**src/fsrp_pkg.sv**
```systemverilog
// Constants, state codes and timing counts shared by both link ends.
// Assumes a 100 MHz core clock on each end.
// How it works
// - Opcode 5Ah, three address bytes, one dummy
// - Chip select high ends output at once
// - Host holds reset low ten microseconds minimum
// - Pin reset restores standby and volatile defaults
// - Reset during program or erase aborts it
// - Output floats, minimum activity while reset held
// - Host waits ten microseconds before selecting
// - Host recovery time depends on interrupted operation
// - Read or power-on reset needs 35 us
// - Power-up gives standby with latch cleared
// - Below supply threshold, logic held, commands ignored
// - Host waits supply settle delay before commands
// - Host keeps chip deselected during supply ramps
package fsrp_pkg;

  // Command framing
  localparam logic [7:0] OP_READ_PARAMS = 8'h5a;
  localparam int ADDR_BYTES = 3;
  localparam int DUMMY_BYTES = 1;
  localparam int BYTE_BITS = 8;
  localparam int CMD_BITS = (1 + ADDR_BYTES + DUMMY_BYTES) * BYTE_BITS;

  // Clock rate
  localparam int CLK_PERIOD_NS = 10;

  // Minimum times, in their own units
  localparam int RESET_LOW_PULSE_MIN_US = 10;
  localparam int RESET_RELEASE_TO_SELECT_US = 10;
  localparam int POWERON_RESET_RECOVERY_US = 35;
  localparam int RECOV_DECODE_US = 40;
  localparam int RECOV_READ_US = 35;
  localparam int RECOV_SECTOR_MS = 12;
  localparam int RECOV_BLOCK_MS = 25;
  localparam int RECOV_CHIP_MS = 100;
  localparam int RECOV_STATUS_MS = 40;

  // Least times, rounded up to whole cycles
  localparam int RESET_LOW_CYC =
    (RESET_LOW_PULSE_MIN_US * 1000 + CLK_PERIOD_NS - 1) / CLK_PERIOD_NS;
  localparam int RELEASE_CYC =
    (RESET_RELEASE_TO_SELECT_US * 1000 + CLK_PERIOD_NS - 1) / CLK_PERIOD_NS;
  localparam int POWERON_RECOV_CYC =
    (POWERON_RESET_RECOVERY_US * 1000 + CLK_PERIOD_NS - 1) / CLK_PERIOD_NS;
  localparam int RECOV_DECODE_CYC =
    (RECOV_DECODE_US * 1000 + CLK_PERIOD_NS - 1) / CLK_PERIOD_NS;
  localparam int RECOV_READ_CYC =
    (RECOV_READ_US * 1000 + CLK_PERIOD_NS - 1) / CLK_PERIOD_NS;
  localparam int RECOV_SECTOR_CYC =
    (RECOV_SECTOR_MS * 1000000 + CLK_PERIOD_NS - 1) / CLK_PERIOD_NS;
  localparam int RECOV_BLOCK_CYC =
    (RECOV_BLOCK_MS * 1000000 + CLK_PERIOD_NS - 1) / CLK_PERIOD_NS;
  localparam int RECOV_CHIP_CYC =
    (RECOV_CHIP_MS * 1000000 + CLK_PERIOD_NS - 1) / CLK_PERIOD_NS;
  localparam int RECOV_STATUS_CYC =
    (RECOV_STATUS_MS * 1000000 + CLK_PERIOD_NS - 1) / CLK_PERIOD_NS;

  // What a pin reset interrupted
  typedef enum logic [2:0] {
    CAUSE_READ = 3'h0,
    CAUSE_DECODE = 3'h1,
    CAUSE_SECTOR = 3'h2,
    CAUSE_BLOCK = 3'h3,
    CAUSE_CHIP = 3'h4,
    CAUSE_STATUS = 3'h5
  } fsrp_cause_e;

  // Device link states
  typedef enum logic [2:0] {
    LK_OPC = 3'h0,
    LK_ADDR = 3'h1,
    LK_DUMMY = 3'h2,
    LK_DATA = 3'h3,
    LK_IGNORE = 3'h4
  } fsrp_link_e;

  // Host states
  typedef enum logic [2:0] {
    H_PWR = 3'h0,
    H_PORREC = 3'h1,
    H_IDLE = 3'h2,
    H_RLOW = 3'h3,
    H_RWAIT = 3'h4,
    H_SHIFT = 3'h5,
    H_DATA = 3'h6,
    H_END = 3'h7
  } fsrp_host_e;

endpackage

```
**src/fsrp_link_if.sv**
```systemverilog
// Serial link between the flash host and the flash device.
// The host reads a released data-out wire as pulled high.
`timescale 1ns/1ps
interface fsrp_link_if;
  logic cs_n;
  logic sclk;
  logic si;
  logic so;
  logic so_oe;
  logic reset_n;

  // Flash device end
  modport dev (
    input cs_n,
    input sclk,
    input si,
    input reset_n,
    output so,
    output so_oe
  );

  // Host controller end
  modport host (
    output cs_n,
    output sclk,
    output si,
    output reset_n,
    input so,
    input so_oe
  );
endinterface

```
**src/fsrp_host_end.sv**
```systemverilog
// Host end: power-up sequencing, reset pulses with recovery waits, and
// parameter reads into a small FIFO.
// The host makes the link clock by dividing clk_in.
`timescale 1ns/1ps
module fsrp_fifo #(
  parameter int WIDTH = 8,
  parameter int DEPTH = 4
) (
  // Clock and reset
  input wire logic clk_in,
  input wire logic srst_in,
  // Fill side
  input wire logic in_valid_in,
  input wire logic [WIDTH-1:0] in_data_in,
  output logic in_ready_out,
  // Drain side
  output logic out_valid_out,
  output logic [WIDTH-1:0] out_data_out,
  input wire logic out_ready_in
);
  localparam int AW = (DEPTH > 1) ? $clog2(DEPTH) : 1;

  typedef struct packed {
    logic [DEPTH-1:0][WIDTH-1:0] mem;
    logic [AW-1:0] wp;
    logic [AW-1:0] rp;
    logic [AW:0] cnt;
  } fsrp_fifo_s;

  fsrp_fifo_s f;
  fsrp_fifo_s next_f;
  logic wr;
  logic rd;

  // Pointer step with wrap at the depth
  function automatic logic [AW-1:0] step(input logic [AW-1:0] p);
    step = (p == AW'(DEPTH - 1)) ? '0 : p + AW'(1);
  endfunction

  assign in_ready_out = (f.cnt != (AW + 1)'(DEPTH));
  assign out_valid_out = (f.cnt != '0);
  assign out_data_out = f.mem[f.rp];
  assign wr = in_valid_in & in_ready_out;
  assign rd = out_valid_out & out_ready_in;

  // Storage and occupancy
  always_comb begin
    next_f = f;
    if (wr) begin
      next_f.mem[f.wp] = in_data_in;
      next_f.wp = step(f.wp);
    end
    if (rd) begin
      next_f.rp = step(f.rp);
    end
    next_f.cnt = f.cnt + (AW + 1)'(wr) - (AW + 1)'(rd);
  end

  always_ff @(posedge clk_in) begin
    if (srst_in) begin
      f <= '0;
    end else begin
      f <= next_f;
    end
  end
endmodule

module fsrp_host_end
  import fsrp_pkg::*;
#(
  parameter int HALF_CYC = 4,
  parameter int FIFO_DEPTH = 4,
  parameter int SUPPLY_SETTLE_CYC = 1000,
  parameter int RECOV_SECTOR = RECOV_SECTOR_CYC,
  parameter int RECOV_BLOCK = RECOV_BLOCK_CYC,
  parameter int RECOV_CHIP = RECOV_CHIP_CYC,
  parameter int RECOV_STATUS = RECOV_STATUS_CYC
) (
  // Clock and reset
  input wire logic clk_in,
  input wire logic srst_in,
  // Link
  fsrp_link_if.host lk,
  // Supply at its minimum level
  input wire logic power_good_in,
  // Requests
  input wire logic reset_req_in,
  input wire fsrp_cause_e reset_cause_in,
  input wire logic read_req_in,
  input wire logic [23:0] read_addr_in,
  input wire logic [15:0] read_len_in,
  // Parameter bytes out
  output logic [7:0] data_out,
  output logic data_valid_out,
  input wire logic data_ready_in,
  // Status
  output logic ready_out
);
  localparam logic [7:0] PH_HALF = 8'(HALF_CYC - 1);
  localparam logic [7:0] PH_LAST = 8'(2 * HALF_CYC - 1);

  typedef struct packed {
    fsrp_host_e st;
    logic so_s1;
    logic so_s2;
    logic [23:0] cnt;
    logic [23:0] wait_cyc;
    logic [7:0] ph;
    logic [5:0] bits;
    logic [CMD_BITS-1:0] sh;
    logic [15:0] rem;
    logic [7:0] rbyte;
    logic push;
    logic cs_n;
    logic sclk;
    logic si;
    logic rst_n;
  } fsrp_host_s;

  fsrp_host_s h;
  fsrp_host_s next_h;
  logic fifo_rdy;
  logic stall;

  // Recovery per interrupted operation, never under release-to-select
  function automatic logic [23:0] recov(input fsrp_cause_e cause);
    int v;
    case (cause)
      CAUSE_READ: v = RECOV_READ_CYC;
      CAUSE_DECODE: v = RECOV_DECODE_CYC;
      CAUSE_SECTOR: v = RECOV_SECTOR;
      CAUSE_BLOCK: v = RECOV_BLOCK;
      CAUSE_CHIP: v = RECOV_CHIP;
      CAUSE_STATUS: v = RECOV_STATUS;
      default: v = RECOV_CHIP;
    endcase
    if (v < RELEASE_CYC) begin
      v = RELEASE_CYC;
    end
    recov = 24'(v - 1);
  endfunction

  // Hold the clock low before a byte until the FIFO has room
  assign stall = (h.st == H_DATA) && (h.bits == 6'h0) && (h.ph == 8'h0)
               && (!fifo_rdy || h.push);

  always_comb begin
    next_h = h;
    next_h.so_s1 = lk.so_oe ? lk.so : 1'b1;  // Released line idles high
    next_h.so_s2 = h.so_s1;
    next_h.push = 1'b0;
    case (h.st)
      H_PWR: begin
        // Settle delay after supply reaches its minimum
        if (h.cnt == 24'h0) begin
          next_h.st = H_PORREC;
          next_h.cnt = 24'(POWERON_RECOV_CYC - 1);
        end else begin
          next_h.cnt = h.cnt - 24'h1;
        end
      end
      H_PORREC: begin
        if (h.cnt == 24'h0) begin
          next_h.st = H_IDLE;
        end else begin
          next_h.cnt = h.cnt - 24'h1;
        end
      end
      H_IDLE: begin
        if (reset_req_in) begin
          next_h.st = H_RLOW;
          next_h.rst_n = 1'b0;
          next_h.cnt = 24'(RESET_LOW_CYC - 1);
          next_h.wait_cyc = recov(reset_cause_in);
        end else if (read_req_in) begin
          next_h.st = H_SHIFT;
          next_h.cs_n = 1'b0;
          next_h.sh = {OP_READ_PARAMS, read_addr_in, 8'h00};
          next_h.rem = read_len_in - 16'h1;
          next_h.bits = 6'h0;
          next_h.ph = 8'h0;
        end
      end
      H_RLOW: begin
        if (h.cnt == 24'h0) begin
          next_h.rst_n = 1'b1;
          next_h.cnt = h.wait_cyc;
          next_h.st = H_RWAIT;
        end else begin
          next_h.cnt = h.cnt - 24'h1;
        end
      end
      H_RWAIT: begin
        if (h.cnt == 24'h0) begin
          next_h.st = H_IDLE;
        end else begin
          next_h.cnt = h.cnt - 24'h1;
        end
      end
      H_SHIFT, H_DATA: begin
        if (!stall) begin
          next_h.ph = (h.ph == PH_LAST) ? 8'h0 : h.ph + 8'h1;
          if (h.ph == 8'h0) begin
            next_h.si = (h.st == H_SHIFT) ? h.sh[CMD_BITS-1] : 1'b0;
          end
          // Rising edge; the synced data bit is taken here
          if (h.ph == PH_HALF) begin
            next_h.sclk = 1'b1;
            next_h.bits = h.bits + 6'h1;
            next_h.sh = {h.sh[CMD_BITS-2:0], 1'b0};
            next_h.rbyte = {h.rbyte[6:0], h.so_s2};
          end
          if (h.ph == PH_LAST) begin
            next_h.sclk = 1'b0;
            if (h.st == H_SHIFT && h.bits == 6'(CMD_BITS)) begin
              next_h.st = H_DATA;
              next_h.bits = 6'h0;
            end else if (h.st == H_DATA && h.bits == 6'(BYTE_BITS)) begin
              next_h.push = 1'b1;
              next_h.bits = 6'h0;
              if (h.rem == 16'h0) begin
                next_h.st = H_END;
              end else begin
                next_h.rem = h.rem - 16'h1;
              end
            end
          end
        end
      end
      H_END: begin
        // Deselect ends the stream
        next_h.cs_n = 1'b1;
        next_h.st = H_IDLE;
      end
      default: begin
        next_h.st = H_PWR;
      end
    endcase
    // Any supply dip forces deselect and a fresh power-up wait
    if (!power_good_in) begin
      next_h.st = H_PWR;
      next_h.cs_n = 1'b1;
      next_h.sclk = 1'b0;
      next_h.rst_n = 1'b1;
      next_h.cnt = 24'(SUPPLY_SETTLE_CYC - 1);
    end
  end

  always_ff @(posedge clk_in) begin
    if (srst_in) begin
      h <= '0;
      h.st <= H_PWR;
      h.cnt <= 24'(SUPPLY_SETTLE_CYC - 1);
      h.cs_n <= 1'b1;
      h.rst_n <= 1'b1;
    end else begin
      h <= next_h;
    end
  end

  // Received bytes; the reader can stall the link through the FIFO
  fsrp_fifo #(
    .WIDTH(8),
    .DEPTH(FIFO_DEPTH)
  ) u_fifo (
    .clk_in(clk_in),
    .srst_in(srst_in),
    .in_valid_in(h.push),
    .in_data_in(h.rbyte),
    .in_ready_out(fifo_rdy),
    .out_valid_out(data_valid_out),
    .out_data_out(data_out),
    .out_ready_in(data_ready_in)
  );

  assign lk.cs_n = h.cs_n;
  assign lk.sclk = h.sclk;
  assign lk.si = h.si;
  assign lk.reset_n = h.rst_n;
  assign ready_out = (h.st == H_IDLE);

endmodule

```
**src/flat_wrapper.sv**
```systemverilog
// flat-port wrapper written by rule: the top's interface ports become plain ports
module fsrp_host_end_flat import fsrp_pkg::*;
#(
  parameter int HALF_CYC = 4,
  parameter int FIFO_DEPTH = 4,
  parameter int SUPPLY_SETTLE_CYC = 1000,
  parameter int RECOV_SECTOR = RECOV_SECTOR_CYC,
  parameter int RECOV_BLOCK = RECOV_BLOCK_CYC,
  parameter int RECOV_CHIP = RECOV_CHIP_CYC,
  parameter int RECOV_STATUS = RECOV_STATUS_CYC
)
  (clk_in, srst_in, power_good_in, reset_req_in, reset_cause_in, read_req_in, read_addr_in, read_len_in, data_out, data_valid_out, data_ready_in, ready_out, lk_cs_n, lk_sclk, lk_si, lk_reset_n, lk_so, lk_so_oe);
  fsrp_link_if lk_i ();
  input wire logic clk_in;
  input wire logic srst_in;
  input wire logic power_good_in;
  input wire logic reset_req_in;
  input wire fsrp_cause_e reset_cause_in;
  input wire logic read_req_in;
  input wire logic [23:0] read_addr_in;
  input wire logic [15:0] read_len_in;
  output logic [7:0] data_out;
  output logic data_valid_out;
  input wire logic data_ready_in;
  output logic ready_out;
  output wire logic [$bits(lk_i.cs_n)-1:0] lk_cs_n;
  output wire logic [$bits(lk_i.sclk)-1:0] lk_sclk;
  output wire logic [$bits(lk_i.si)-1:0] lk_si;
  output wire logic [$bits(lk_i.reset_n)-1:0] lk_reset_n;
  input wire logic [$bits(lk_i.so)-1:0] lk_so;
  input wire logic [$bits(lk_i.so_oe)-1:0] lk_so_oe;
  assign lk_cs_n = lk_i.cs_n;
  assign lk_sclk = lk_i.sclk;
  assign lk_si = lk_i.si;
  assign lk_reset_n = lk_i.reset_n;
  assign lk_i.so = lk_so;
  assign lk_i.so_oe = lk_so_oe;
  fsrp_host_end #(.HALF_CYC(HALF_CYC), .FIFO_DEPTH(FIFO_DEPTH), .SUPPLY_SETTLE_CYC(SUPPLY_SETTLE_CYC), .RECOV_SECTOR(RECOV_SECTOR), .RECOV_BLOCK(RECOV_BLOCK), .RECOV_CHIP(RECOV_CHIP), .RECOV_STATUS(RECOV_STATUS)) u_core (.clk_in(clk_in), .srst_in(srst_in), .lk(lk_i), .power_good_in(power_good_in), .reset_req_in(reset_req_in), .reset_cause_in(reset_cause_in), .read_req_in(read_req_in), .read_addr_in(read_addr_in), .read_len_in(read_len_in), .data_out(data_out), .data_valid_out(data_valid_out), .data_ready_in(data_ready_in), .ready_out(ready_out));
endmodule
```
**config.mk**
```make
export PLATFORM = sky130hd
export DESIGN_NAME = fsrp_host_end_flat
export DESIGN_NICKNAME = d
export VERILOG_FILES = /design/src/fsrp_pkg.sv /design/src/fsrp_link_if.sv /design/src/fsrp_host_end.sv /design/src/flat_wrapper.sv
export SDC_FILE = /design/constraint.sdc
export NUM_CORES = 1
export LEC_CHECK = 0
export BUFFER_PORTS_ARGS = -buffer_cell sky130_fd_sc_hd__buf_2
export CORE_ASPECT_RATIO = 1.75
export CORE_MARGIN = 2
export CORE_UTILIZATION = 25
export CTS_CLUSTER_DIAMETER = 120
export DETAILED_ROUTE_END_ITERATION = 10
export GPL_ROUTABILITY_DRIVEN = 0
export SLEW_MARGIN = 25
export SYNTH_ARGS = -nofsm -noshare
export SYNTH_HDL_FRONTEND = slang
export SYNTH_HIERARCHICAL = 1
export SYNTH_SLANG_ARGS = --single-unit
```
**constraint.sdc**
```tcl
create_clock -name clk_in -period 2.83 [get_ports clk_in]
set_clock_uncertainty 0.2 [all_clocks]
set_input_delay 0.7075 -clock clk_in [delete_from_list [all_inputs] [get_ports clk_in]]
set_output_delay 0.7075 -clock clk_in [all_outputs]
set_load 0.05 [all_outputs]
```
### Word level (Yosys, flattened, before mapping)

Index checks and enable logic that the tools add are counted.

| word-level totals | value |
|---|---|
| flip-flop bits (word level) | 175 |
| latch bits | 0 |
| memory bits (writable) | 0 |
| bits in read-only memories | 0 |
| memories kept | 0 |

| cells by class | value |
|---|---|
| add/sub/neg operators | 10 |
| multiply operators | 0 |
| divide/modulo/power cells | 0 |
| magnitude comparators | 4 |
| equal/unequal tests | 34 |
| shift-type cells | 0 |
| mux-type cells | 56 |
| bitwise gates (word level) | 6 |
| reductions and logical operators | 35 |

Operator list:

| operator | count |
|---|---|
| 2-to-1 mux 24 bit | 6 |
| 2-to-1 mux 70 bit | 2 |
| one-hot mux 70 bit (2 select lines) | 1 |
| one-hot mux 24 bit (5 select lines) | 1 |
| one-hot mux 24 bit (4 select lines) | 1 |
| 2-to-1 mux 79 bit | 1 |
| 2-to-1 mux 16 bit | 4 |
| 2-to-1 mux 32 bit | 2 |
| 2-to-1 mux 48 bit | 1 |
| 2-to-1 mux 46 bit | 1 |
| bitwise mux 32 bit | 1 |
| less-than comparator 32 x 11 -> 1 bit, second input constant | 1 |
| 2-to-1 mux 8 bit | 4 |
| subtractor 16 x 1 -> 16 bit, second input constant | 2 |
| 2-to-1 mux 3 bit | 10 |
| logical NOT 24 bit | 1 |
| subtractor 24 x 1 -> 24 bit, second input constant | 1 |
| subtractor 24 x 2 -> 24 bit, second input constant | 1 |
| 2-to-1 mux 6 bit | 3 |
| one-hot mux 3 bit (6 select lines) | 1 |
| AND reduction 3 bit | 6 |
| binary-select mux 8 bit (select 2 bit) | 1 |
| demux 8 bit (select 2 bit) | 1 |
| logical NOT 16 bit | 1 |
| other kinds (39) | 91 |

### Logic depth before layout (Yosys ltp)

Gate-level depths: netlist of run 1.

| depth | value |
|---|---|
| word-level depth | 11 |
| gate-level depth with buffers | 11 |
| depth with buffers taken out | 9 |

### By module

Netlist of run 1, hierarchy kept.

Modules (own cells, without submodules):

| module | instances | cells each | area an instance (µm²) | sequential area each (µm²) |
|---|---|---|---|---|
| fsrp_host_end | 1 | 885 | 7173.1 | 2662.6 |
| fsrp_fifo | 1 | 170 | 1894.3 | 780.7 |

### Least setup slack after synthesis of run 1

OpenSTA, ideal clock, no wires.

| path | value |
|---|---|
| path type | register to register |
| from | register u_core/h[107] in the netlist's numbering |
| to | register u_core/h[124] in the netlist's numbering |
| setup time | 117 ps |
| arrival | 2468 ps |
| path slack | 44 ps |
| cell stages (with the launch flop) | 10 |
| buffers on the path | 1 |
| path through | dfxtp_1 > inv_1 > ha_1 > or4b_4 > nor4b_4 > nand3_2 > buf_6 > o22a_4 > a32o_1 > a32o_1 |

| between the ends | value |
|---|---|
| cells in the longest elaborated chain, start to end | 3 |
| elaborated cells between the ends (all ways) | 8 |

RTL lines:

| what | line | text |
|---|---|---|
| start: declaration | fsrp_host_end.sv:120 | `fsrp_host_s h;` |
| start signal: assignment | fsrp_host_end.sv:257 | `h <= next_h;` |
| subtractor 24 x 1 -> 24 bit or logical NOT 24 bit (tied branches) | - |  |
| 2-to-1 mux 24 bit (tied with other cells) | fsrp_host_end.sv:163, fsrp_host_end.sv:194 |  |
| one-hot mux 24 bit (4 select lines) or AND reduction 3 bit (tied branches) | - |  |

Parallel ways exist; a longest one is shown, timed or not. The select of a mux whose other input is x is not followed.
A chain may end at the register's enable or synchronous reset.

### Worst setup path after layout of run 1

| path | value |
|---|---|
| from | register u_core/h[108] in the netlist's numbering |
| to | register u_core/h[122] in the netlist's numbering |

Same word-level chain as after synthesis.

==> flow_metrics.env, run 1 <==
export IMPL_multi_input_area_sq_um=5311
export IMPL_wl_um=26610
export IMPL_drtIter0Drc=477
export IMPL_p_per_area_nw_per_um2=496.5
export IMPL_post_dp_hpwl_um=19370
export IMPL_synth_area_per_cell_sq_um=8.595
export IMPL_syn_nets=1122
export IMPL_numCtsBuffers=17
export IMPL_die_h_um=255.9
export IMPL_switchingPower_mw=1.408
export IMPL_route_detailed_drc=0
export IMPL_diodes=0
export IMPL_grt_usage_pct=14.01
export IMPL_fp_dieArea_sq_um=37870
export IMPL_synth_area_leaders="dfxtp_1, mux2i_1, nor2_1"
export IMPL_sw_frac_of_total_pct=25.72
export IMPL_cts_path_max_buffers=2
export IMPL_grt_pass1_vias=8442
export IMPL_areaGrowthSynthToFinish_pct=21.60
export IMPL_cp_end_kind="register"
export IMPL_grt_antenna_before_repair=0
export IMPL_maxCapViolations=0
export IMPL_initial_core_util_pct=25.25
export IMPL_worst_setup_path_type="reg -> reg"
export IMPL_synth_top_area_cell="dfxtp_1"
export IMPL_clkSinkCount=172
export IMPL_finalSetupTns_ns=0
export IMPL_fin_area_sq_um=11030
export IMPL_cp_required_ns=3.00
export IMPL_worstMarginPinSlew_ns=0.6762
export IMPL_hp_class="reg -> reg"
export IMPL_grt_max_degree=124
export IMPL_combPwrFrac_pct=8.0
export IMPL_ios=65
export IMPL_place_area_sq_um=10280
export IMPL_synth_flop_cell="dfxtp_1"
export IMPL_drv_slew=0
export IMPL_die_w_um=148.0
export IMPL_port_buffers=64
export IMPL_crit_path_max_fanout=5
export IMPL_setup_viol=0
export IMPL_hold_viol=0
export IMPL_fmax_mhz=360.6
export IMPL_final_common_cell="dfxtp_1"
export IMPL_hold_buffers=0
export IMPL_final_util_pct=30.70
export IMPL_slew_headroom_pct=54.81
export IMPL_coreArea_sq_um=35910
export IMPL_status="complete, no violations"
export IMPL_yosysSeqAreaShare_pct=37.97
export IMPL_cp_start_kind="register"
export IMPL_synth_edff_count=0
export IMPL_ant_nets=0
export IMPL_hold_slack_ns=0.2613
export IMPL_cp_data_arrival_time_ns=2.94
export IMPL_num_rows=92
export IMPL_syn_area_sq_um=9067
export IMPL_async_flop_share_pct=0
export IMPL_first_pass_iters=5
export IMPL_layout_common_cells="dfxtp_1, nor2_1, buf_4, nand2_1, buf_2"
export IMPL_yosysUniqueCellTypes=85
export IMPL_ys_seq_elements=172
export IMPL_pwr_share_clk_pct=46.2
export IMPL_synthCells=1055
export IMPL_fillers=3859
export IMPL_drive_gt1_share_pct=19.41
export IMPL_ir_drop_mv=0.4437
export IMPL_clock_insertion_delay_worst_skew_ns=0.44
export IMPL_vias=8420
export IMPL_finalCritPeriodShare_pct=98.00
export IMPL_vias_per_cell=5.185
export IMPL_finalCriticalPeriod_ns=2.773
export IMPL_synth_top_area_share_pct=37.97
export IMPL_cts_root_buffer="clkbuf_16"
export IMPL_cts_max_level=4
export IMPL_seq_power_share_pct=45.8
export IMPL_final_nets=1208
export IMPL_yosysWarningCount=6
export IMPL_clk_pin_slew_ns=0.07
export IMPL_p_leak_nw=4.172
export IMPL_grt_pass1_wl_um=43050
export IMPL_intPower_mw=4.066
export IMPL_routedWlPerCell_um=16.39
export IMPL_grt_ovfl_total=0
export IMPL_seqCellArea_sq_um=3447
export IMPL_cts_tree="built"
==> power groups by stage <==
stage | logic, mW | registers [mW] | clock network, mW
2_1_floorplan | 0.331 | 2.52 | 0
3_3_place_gp | 0.433 | 2.56 | 0
3_5_place_dp | 0.444 | 2.56 | 0
4_1_cts | 0.445 | 2.51 | 2.60
5_1_grt | 0.486 | 2.51 | 2.70
6_report | 0.437 | 2.51 | 2.53
==> final timing paths <==
kind         slack [ns]  cells past startpoint                    endpoint                       start
max                0.06                     10  u_core/h[122]$_SDFFE_PP0P_  u_core/h[108]$_SDFFE_PP1P_
min                0.26                      2   u_core/h[95]$_SDFFE_PP0P_   u_core/h[95]$_SDFFE_PP0P_
max reg2reg        0.06                     10  u_core/h[122]$_SDFFE_PP0P_  u_core/h[108]$_SDFFE_PP1P_
min reg2reg        0.26                      2   u_core/h[95]$_SDFFE_PP0P_   u_core/h[95]$_SDFFE_PP0P_
==> cell families after synthesis <==
logic type,count (synthesis),share of synthesized area [%]
flip-flops,172,37.97
XOR/XNOR,25,2.415
multiplexers,50,6.623
adder cells (fa/ha/maj),17,2.401
AO/OA/AOI/OAI,298,23.00
buffers and inverters,98,4.360
AND/OR/NAND/NOR,395,23.22
==> synth_stat cells (4+ instances only) <==
library cell and n:
or4_1 6, a32o_1 6, xor2_1 15, a211oi_1 17, inv_1 29, o211ai_1 8, a21oi_1 57, or3_1 11
o2111ai_1 4, a221oi_1 12, or2_2 9, nor3_1 33, buf_1 5, nand3_1 31, buf_2 4, nor2b_1 19
mux2i_1 42, dfxtp_1 172, nand2b_1 49, o2bb2ai_1 18, and4b_1 4, nor2_1 97, o22ai_1 6, and2_1 6
nor4_1 15, mux4_2 8, nand2_1 63, o21a_1 10, ha_1 15, a22oi_1 31, nor3b_1 9, clkbuf_1 57
and3_1 11, nand4b_1 4, a31oi_1 8, nand4_1 12, xnor2_1 10, o21ai_0 61, o31ai_1 4, o32ai_1 5
a32oi_1 4
==> area by class of cell <==
class	instances	area share (%)
multi-input cells	785	48.17
flip-flops and latches	172	31.26
repair buffers	136	8.602
well taps	470	5.334
clock buffers	17	3.858
clock inverters	15	1.782
inverters	29	0.9873
==> metrics by stage <==
step,total power [mW],cells,setup WS (ns)
after global routing,5.694,1624,-0.04012
after detailed placement,3.005,1586,0.01727
final,5.474,1624,0.05670
after CTS,5.553,1618,0.008331
after floorplan,2.855,1055,0.04433
after global placement,2.992,1586,0.02765
==> critical path: stages, from the launching register on <==
cell	delay, ns
dfxtp_2	0.33
inv_2	0.05
ha_2	0.16
or4b_4	0.48
nor4b_4	0.30
buf_4	0.19
buf_4	0.14
nand4_1	0.22
o21ai_0	0.33
a211oi_1	0.12
nor3_1	0.19
==> registers in the layout, indices dropped and copies added, names as in the netlist <==
name	flops
u_core/lk.reset_n	1
u_core/h	129
u_core/lk.sclk	1
u_core/lk.cs_n	1
u_core/u_fifo/f	39
u_core/lk.si	1
==> layer usage <==
metal | part of all wire [%] | global-route usage, %
met5 | 0 | 0
met4 | 4.0 | 7.672
met3 | 2.8 | 2.050
met2 | 54 | 26.45
met1 | 39 | 14.55
==> timing repair <==
| item | CTS | global route |
|---|---|---|
| resized for setup | 4 | 19 |
| setup endpoints to repair | 9 | 20 |
| pin swaps | 0 | 3 |
| buffers inserted | 0 | 6 |
(Power assumes the default switching activity.)
==> run 2, diff against run 1 <==
--- a/config.mk
+++ b/config.mk
@@ -5,6 +5,7 @@
 export SDC_FILE = /design/constraint.sdc
 export NUM_CORES = 1
 export LEC_CHECK = 0
+export ABC_AREA = 1
 export BUFFER_PORTS_ARGS = -buffer_cell sky130_fd_sc_hd__buf_2
 export CORE_ASPECT_RATIO = 1.75
 export CORE_MARGIN = 2
==> run 2 against run 1 <==
Against the previous run: sequential cell count unchanged; sequential power is essentially flat; worst hold slack got worse by 0.039 ns; via count grew 14%; area after synthesis up 12%; sequential share of layout area shrank 1.1 points; largest cell class unchanged.
==> flow_metrics.env, run 2 <==
export IMPL_status="complete, no violations"
export IMPL_seqCellArea_sq_um=3443
export IMPL_cts_root_buffer="clkbuf_16"
export IMPL_regMostFlops="u_core/h"
export IMPL_maxCapViolations=0
export IMPL_grt_ovfl_total=0
export IMPL_fillers=4414
export IMPL_diodes=0
export IMPL_drive_gt1_share_pct=14.02
export IMPL_grt_max_degree=52
export IMPL_use_met1_pct=13.13
export IMPL_crit_path_max_fanout=11
export IMPL_crit_path_end="data_out[7]"
export IMPL_cp_data_arrival_time_ns=1.81
export IMPL_largest_register_ffs=129
export IMPL_gr_usage_met2_pct=25.85
export IMPL_cts_path_max_buffers=2
export IMPL_netlist_top_cells_count="nand2_1, nor2_1, inv_1"
export IMPL_hp_class="reg -> reg"
export IMPL_first_pass_iters=4
export IMPL_yosysMostFrequentCell="nand2_1"
export IMPL_fp_dieArea_sq_um=42220
export IMPL_grt_usage_pct=13.14
export IMPL_setup_viol=0
export IMPL_syn_area_sq_um=10130
export IMPL_grt_antenna_before_repair=0
export IMPL_p_per_area_nw_per_um2=502.8
export IMPL_wl_um=27320
export IMPL_synth_area_leaders="dfxtp_1, nand2_1, nor2_1"
export IMPL_fin_cells=2093
export IMPL_hold_buffers=0
export IMPL_hold_viol=0
export IMPL_ir_drop_mv=0.4095
export IMPL_synth_top_area_share_pct=33.98
export IMPL_r2r_end="u_core/h[22]$_SDFFE_PP0P_"
export IMPL_r2r_start="u_core/h[134]$_SDFFE_PP0P_"
export IMPL_route_detailed_drc=0
export IMPL_ant_nets=0
export IMPL_ys_seq_elements=172
export IMPL_cp_start_kind="register"
export IMPL_ios=65
export IMPL_clkSinkCount=172
export IMPL_synth_edff_count=0
export IMPL_p_leak_nw=4.928
export IMPL_grt_busiest_layer="met2"
export IMPL_yosysWarningCount=6
export IMPL_hold_slack_ns=0.2219
export IMPL_final_common_cell="nand2_1"
export IMPL_reg2regPathDepth=10
export IMPL_synthCells=1548
export IMPL_finalSetupTns_ns=0
export IMPL_initial_core_util_pct=25.30
export IMPL_num_rows=97
export IMPL_layout_common_cells="nand2_1, nor2_1, inv_1, dfxtp_1, a21oi_1"
export IMPL_clk_pin_slew_ns=0.07
export IMPL_synth_flop_cell="dfxtp_1"
export IMPL_cp_required_ns=1.92
export IMPL_startpoint="u_core/u_fifo/f[4]$_SDFFE_PP0P_"
export IMPL_die_h_um=270.3
export IMPL_postCtsSetupBuffers=0
export IMPL_ff2ff_setup_slack_ns=0.41
export IMPL_yosysUniqueCellTypes=45
export IMPL_port_buffers=64
export IMPL_cts_max_level=4
export IMPL_cp_end_kind="primary output"
export IMPL_async_flop_share_pct=0
export IMPL_vias_per_cell=4.567
export IMPL_worst_setup_path_type="reg -> out"
export IMPL_synth_top_area_cell="dfxtp_1"
export IMPL_coreArea_sq_um=40050
export IMPL_finalCritPeriodShare_pct=96.03
export IMPL_clock_insertion_delay_worst_skew_ns=0.46
export IMPL_drv_slew=0
export IMPL_grt_pass1_wl_um=44740
export IMPL_die_w_um=156.2
export IMPL_top_regs="u_core/h: 129 flops, u_core/u_fifo/f: 39 flops"
export IMPL_numCtsBuffers=17
export IMPL_finalCriticalPeriod_ns=2.718
export IMPL_grt_pass1_vias=9351
export IMPL_routedWlPerCell_um=13.05
export IMPL_cts_tree="built"
export IMPL_areaGrowthSynthToFinish_pct=12.52
export IMPL_grt_util_met3_pct=1.781
export IMPL_vias=9558
export IMPL_syn_nets=1615
export IMPL_multi_input_area_sq_um=5466
export IMPL_post_dp_hpwl_um=20100
export IMPL_synth_area_per_cell_sq_um=6.545
export IMPL_place_inst=2061
export IMPL_slew_headroom_pct=36.42
export IMPL_worstMarginPinSlew_ns=0.9479
export IMPL_rsz0062_at_grt="no"
export IMPL_fmax_mhz=367.9
export IMPL_yosysSeqAreaShare_pct=33.98
export IMPL_final_nets=1652
export IMPL_drtIter0Drc=539
==> run 2: cell count changes after synthesis, sizes merged, moves of 43 or more <==
cell	before	now
nand2b	49	0
nand3	34	79
nor2	97	255
o21ai	64	114
inv	29	212
nand2	63	381
a21oi	58	111
clkbuf	57	14
==> run 2: cell type report <==
| cell class | instances | share of cell area [%] |
|---|---|---|
| clock inverter | 14 | 1.262 |
| clock buffer | 18 | 3.852 |
| multi-input combinational | 1095 | 47.95 |
| inverter | 214 | 7.068 |
| timing repair buffer | 85 | 4.236 |
| sequential | 172 | 30.20 |
| tap | 495 | 5.432 |
==> run 2: power by group <==
group	internal, mW	total, mW	switching [mW]
combinational	0.248	0.888	0.640
clock	1.20	2.35	1.16
sequential	2.45	2.49	0.0416
total	3.89	5.73	1.84
==> run 2: per-stage QoR <==
stage	power (mW)	cell area, sq um	setup slack (ns)	util [%]
6_report	5.732	11400	0.1122	28.47
5_1_grt	5.970	11400	0.001432	28.47
4_1_cts	5.821	11400	0.01959	28.47
3_5_place_dp	3.437	10810	0.3424	27.00
3_3_place_gp	3.431	10810	0.3853	27.00
2_1_floorplan	3.227	10130	0.3305	-
==> run 2: what timing repair did <==
item | 4_1_cts | 5_1_grt
resized for setup | 2 | 1
gates cloned | 0 | 0
setup endpoints to repair | 2 | 2
==> run 2: logic make-up after synthesis <==
kind of cell,synth area share [%]
AND/OR/NAND/NOR,34.64
buffers and inverters,12.06
AO/OA/AOI/OAI,14.41
flip-flops,33.98
XOR/XNOR,2.852
adder cells (fa/ha/maj),2.050
==> run 2: worst max-delay path: stages, from the launching register on <==
cell and delay (ns):
dfxtp_1 0.61, o21ai_0 0.17, o22ai_1 0.31, buf_4 0.26
==> run 2: routing by layer <==
| layer | vias to the layer above | wire, um | part of all wire, % |
|---|---|---|---|
| met5 | - | 0 | 0 |
| met4 | 0 | 923 | 3.4 |
| met3 | 60 | 652 | 2.4 |
| met2 | 150 | 14920 | 55 |
| met1 | 4366 | 10830 | 40 |
| li1 | 4982 | - | - |
==> run 2: how the worst min path moves through the flow <==
| stage | from | end | slack (ns) | depth (start not counted) |
|---|---|---|---|---|
| global placement | u_core/h[132]$_SDFF_PP0_ | u_core/h[131]$_SDFF_PP0_ | 0.21 | 2 |
| detailed placement | u_core/h[132]$_SDFF_PP0_ | u_core/h[131]$_SDFF_PP0_ | 0.21 | 2 |
| floorplan | u_core/h[132]$_SDFF_PP0_ | u_core/h[131]$_SDFF_PP0_ | 0.19 | 2 |
| finish | u_core/h[132]$_SDFF_PP0_ | u_core/h[131]$_SDFF_PP0_ | 0.22 | 2 |
| global route | u_core/h[132]$_SDFF_PP0_ | u_core/h[131]$_SDFF_PP0_ | 0.25 | 2 |
| CTS | u_core/h[132]$_SDFF_PP0_ | u_core/h[131]$_SDFF_PP0_ | 0.23 | 2 |
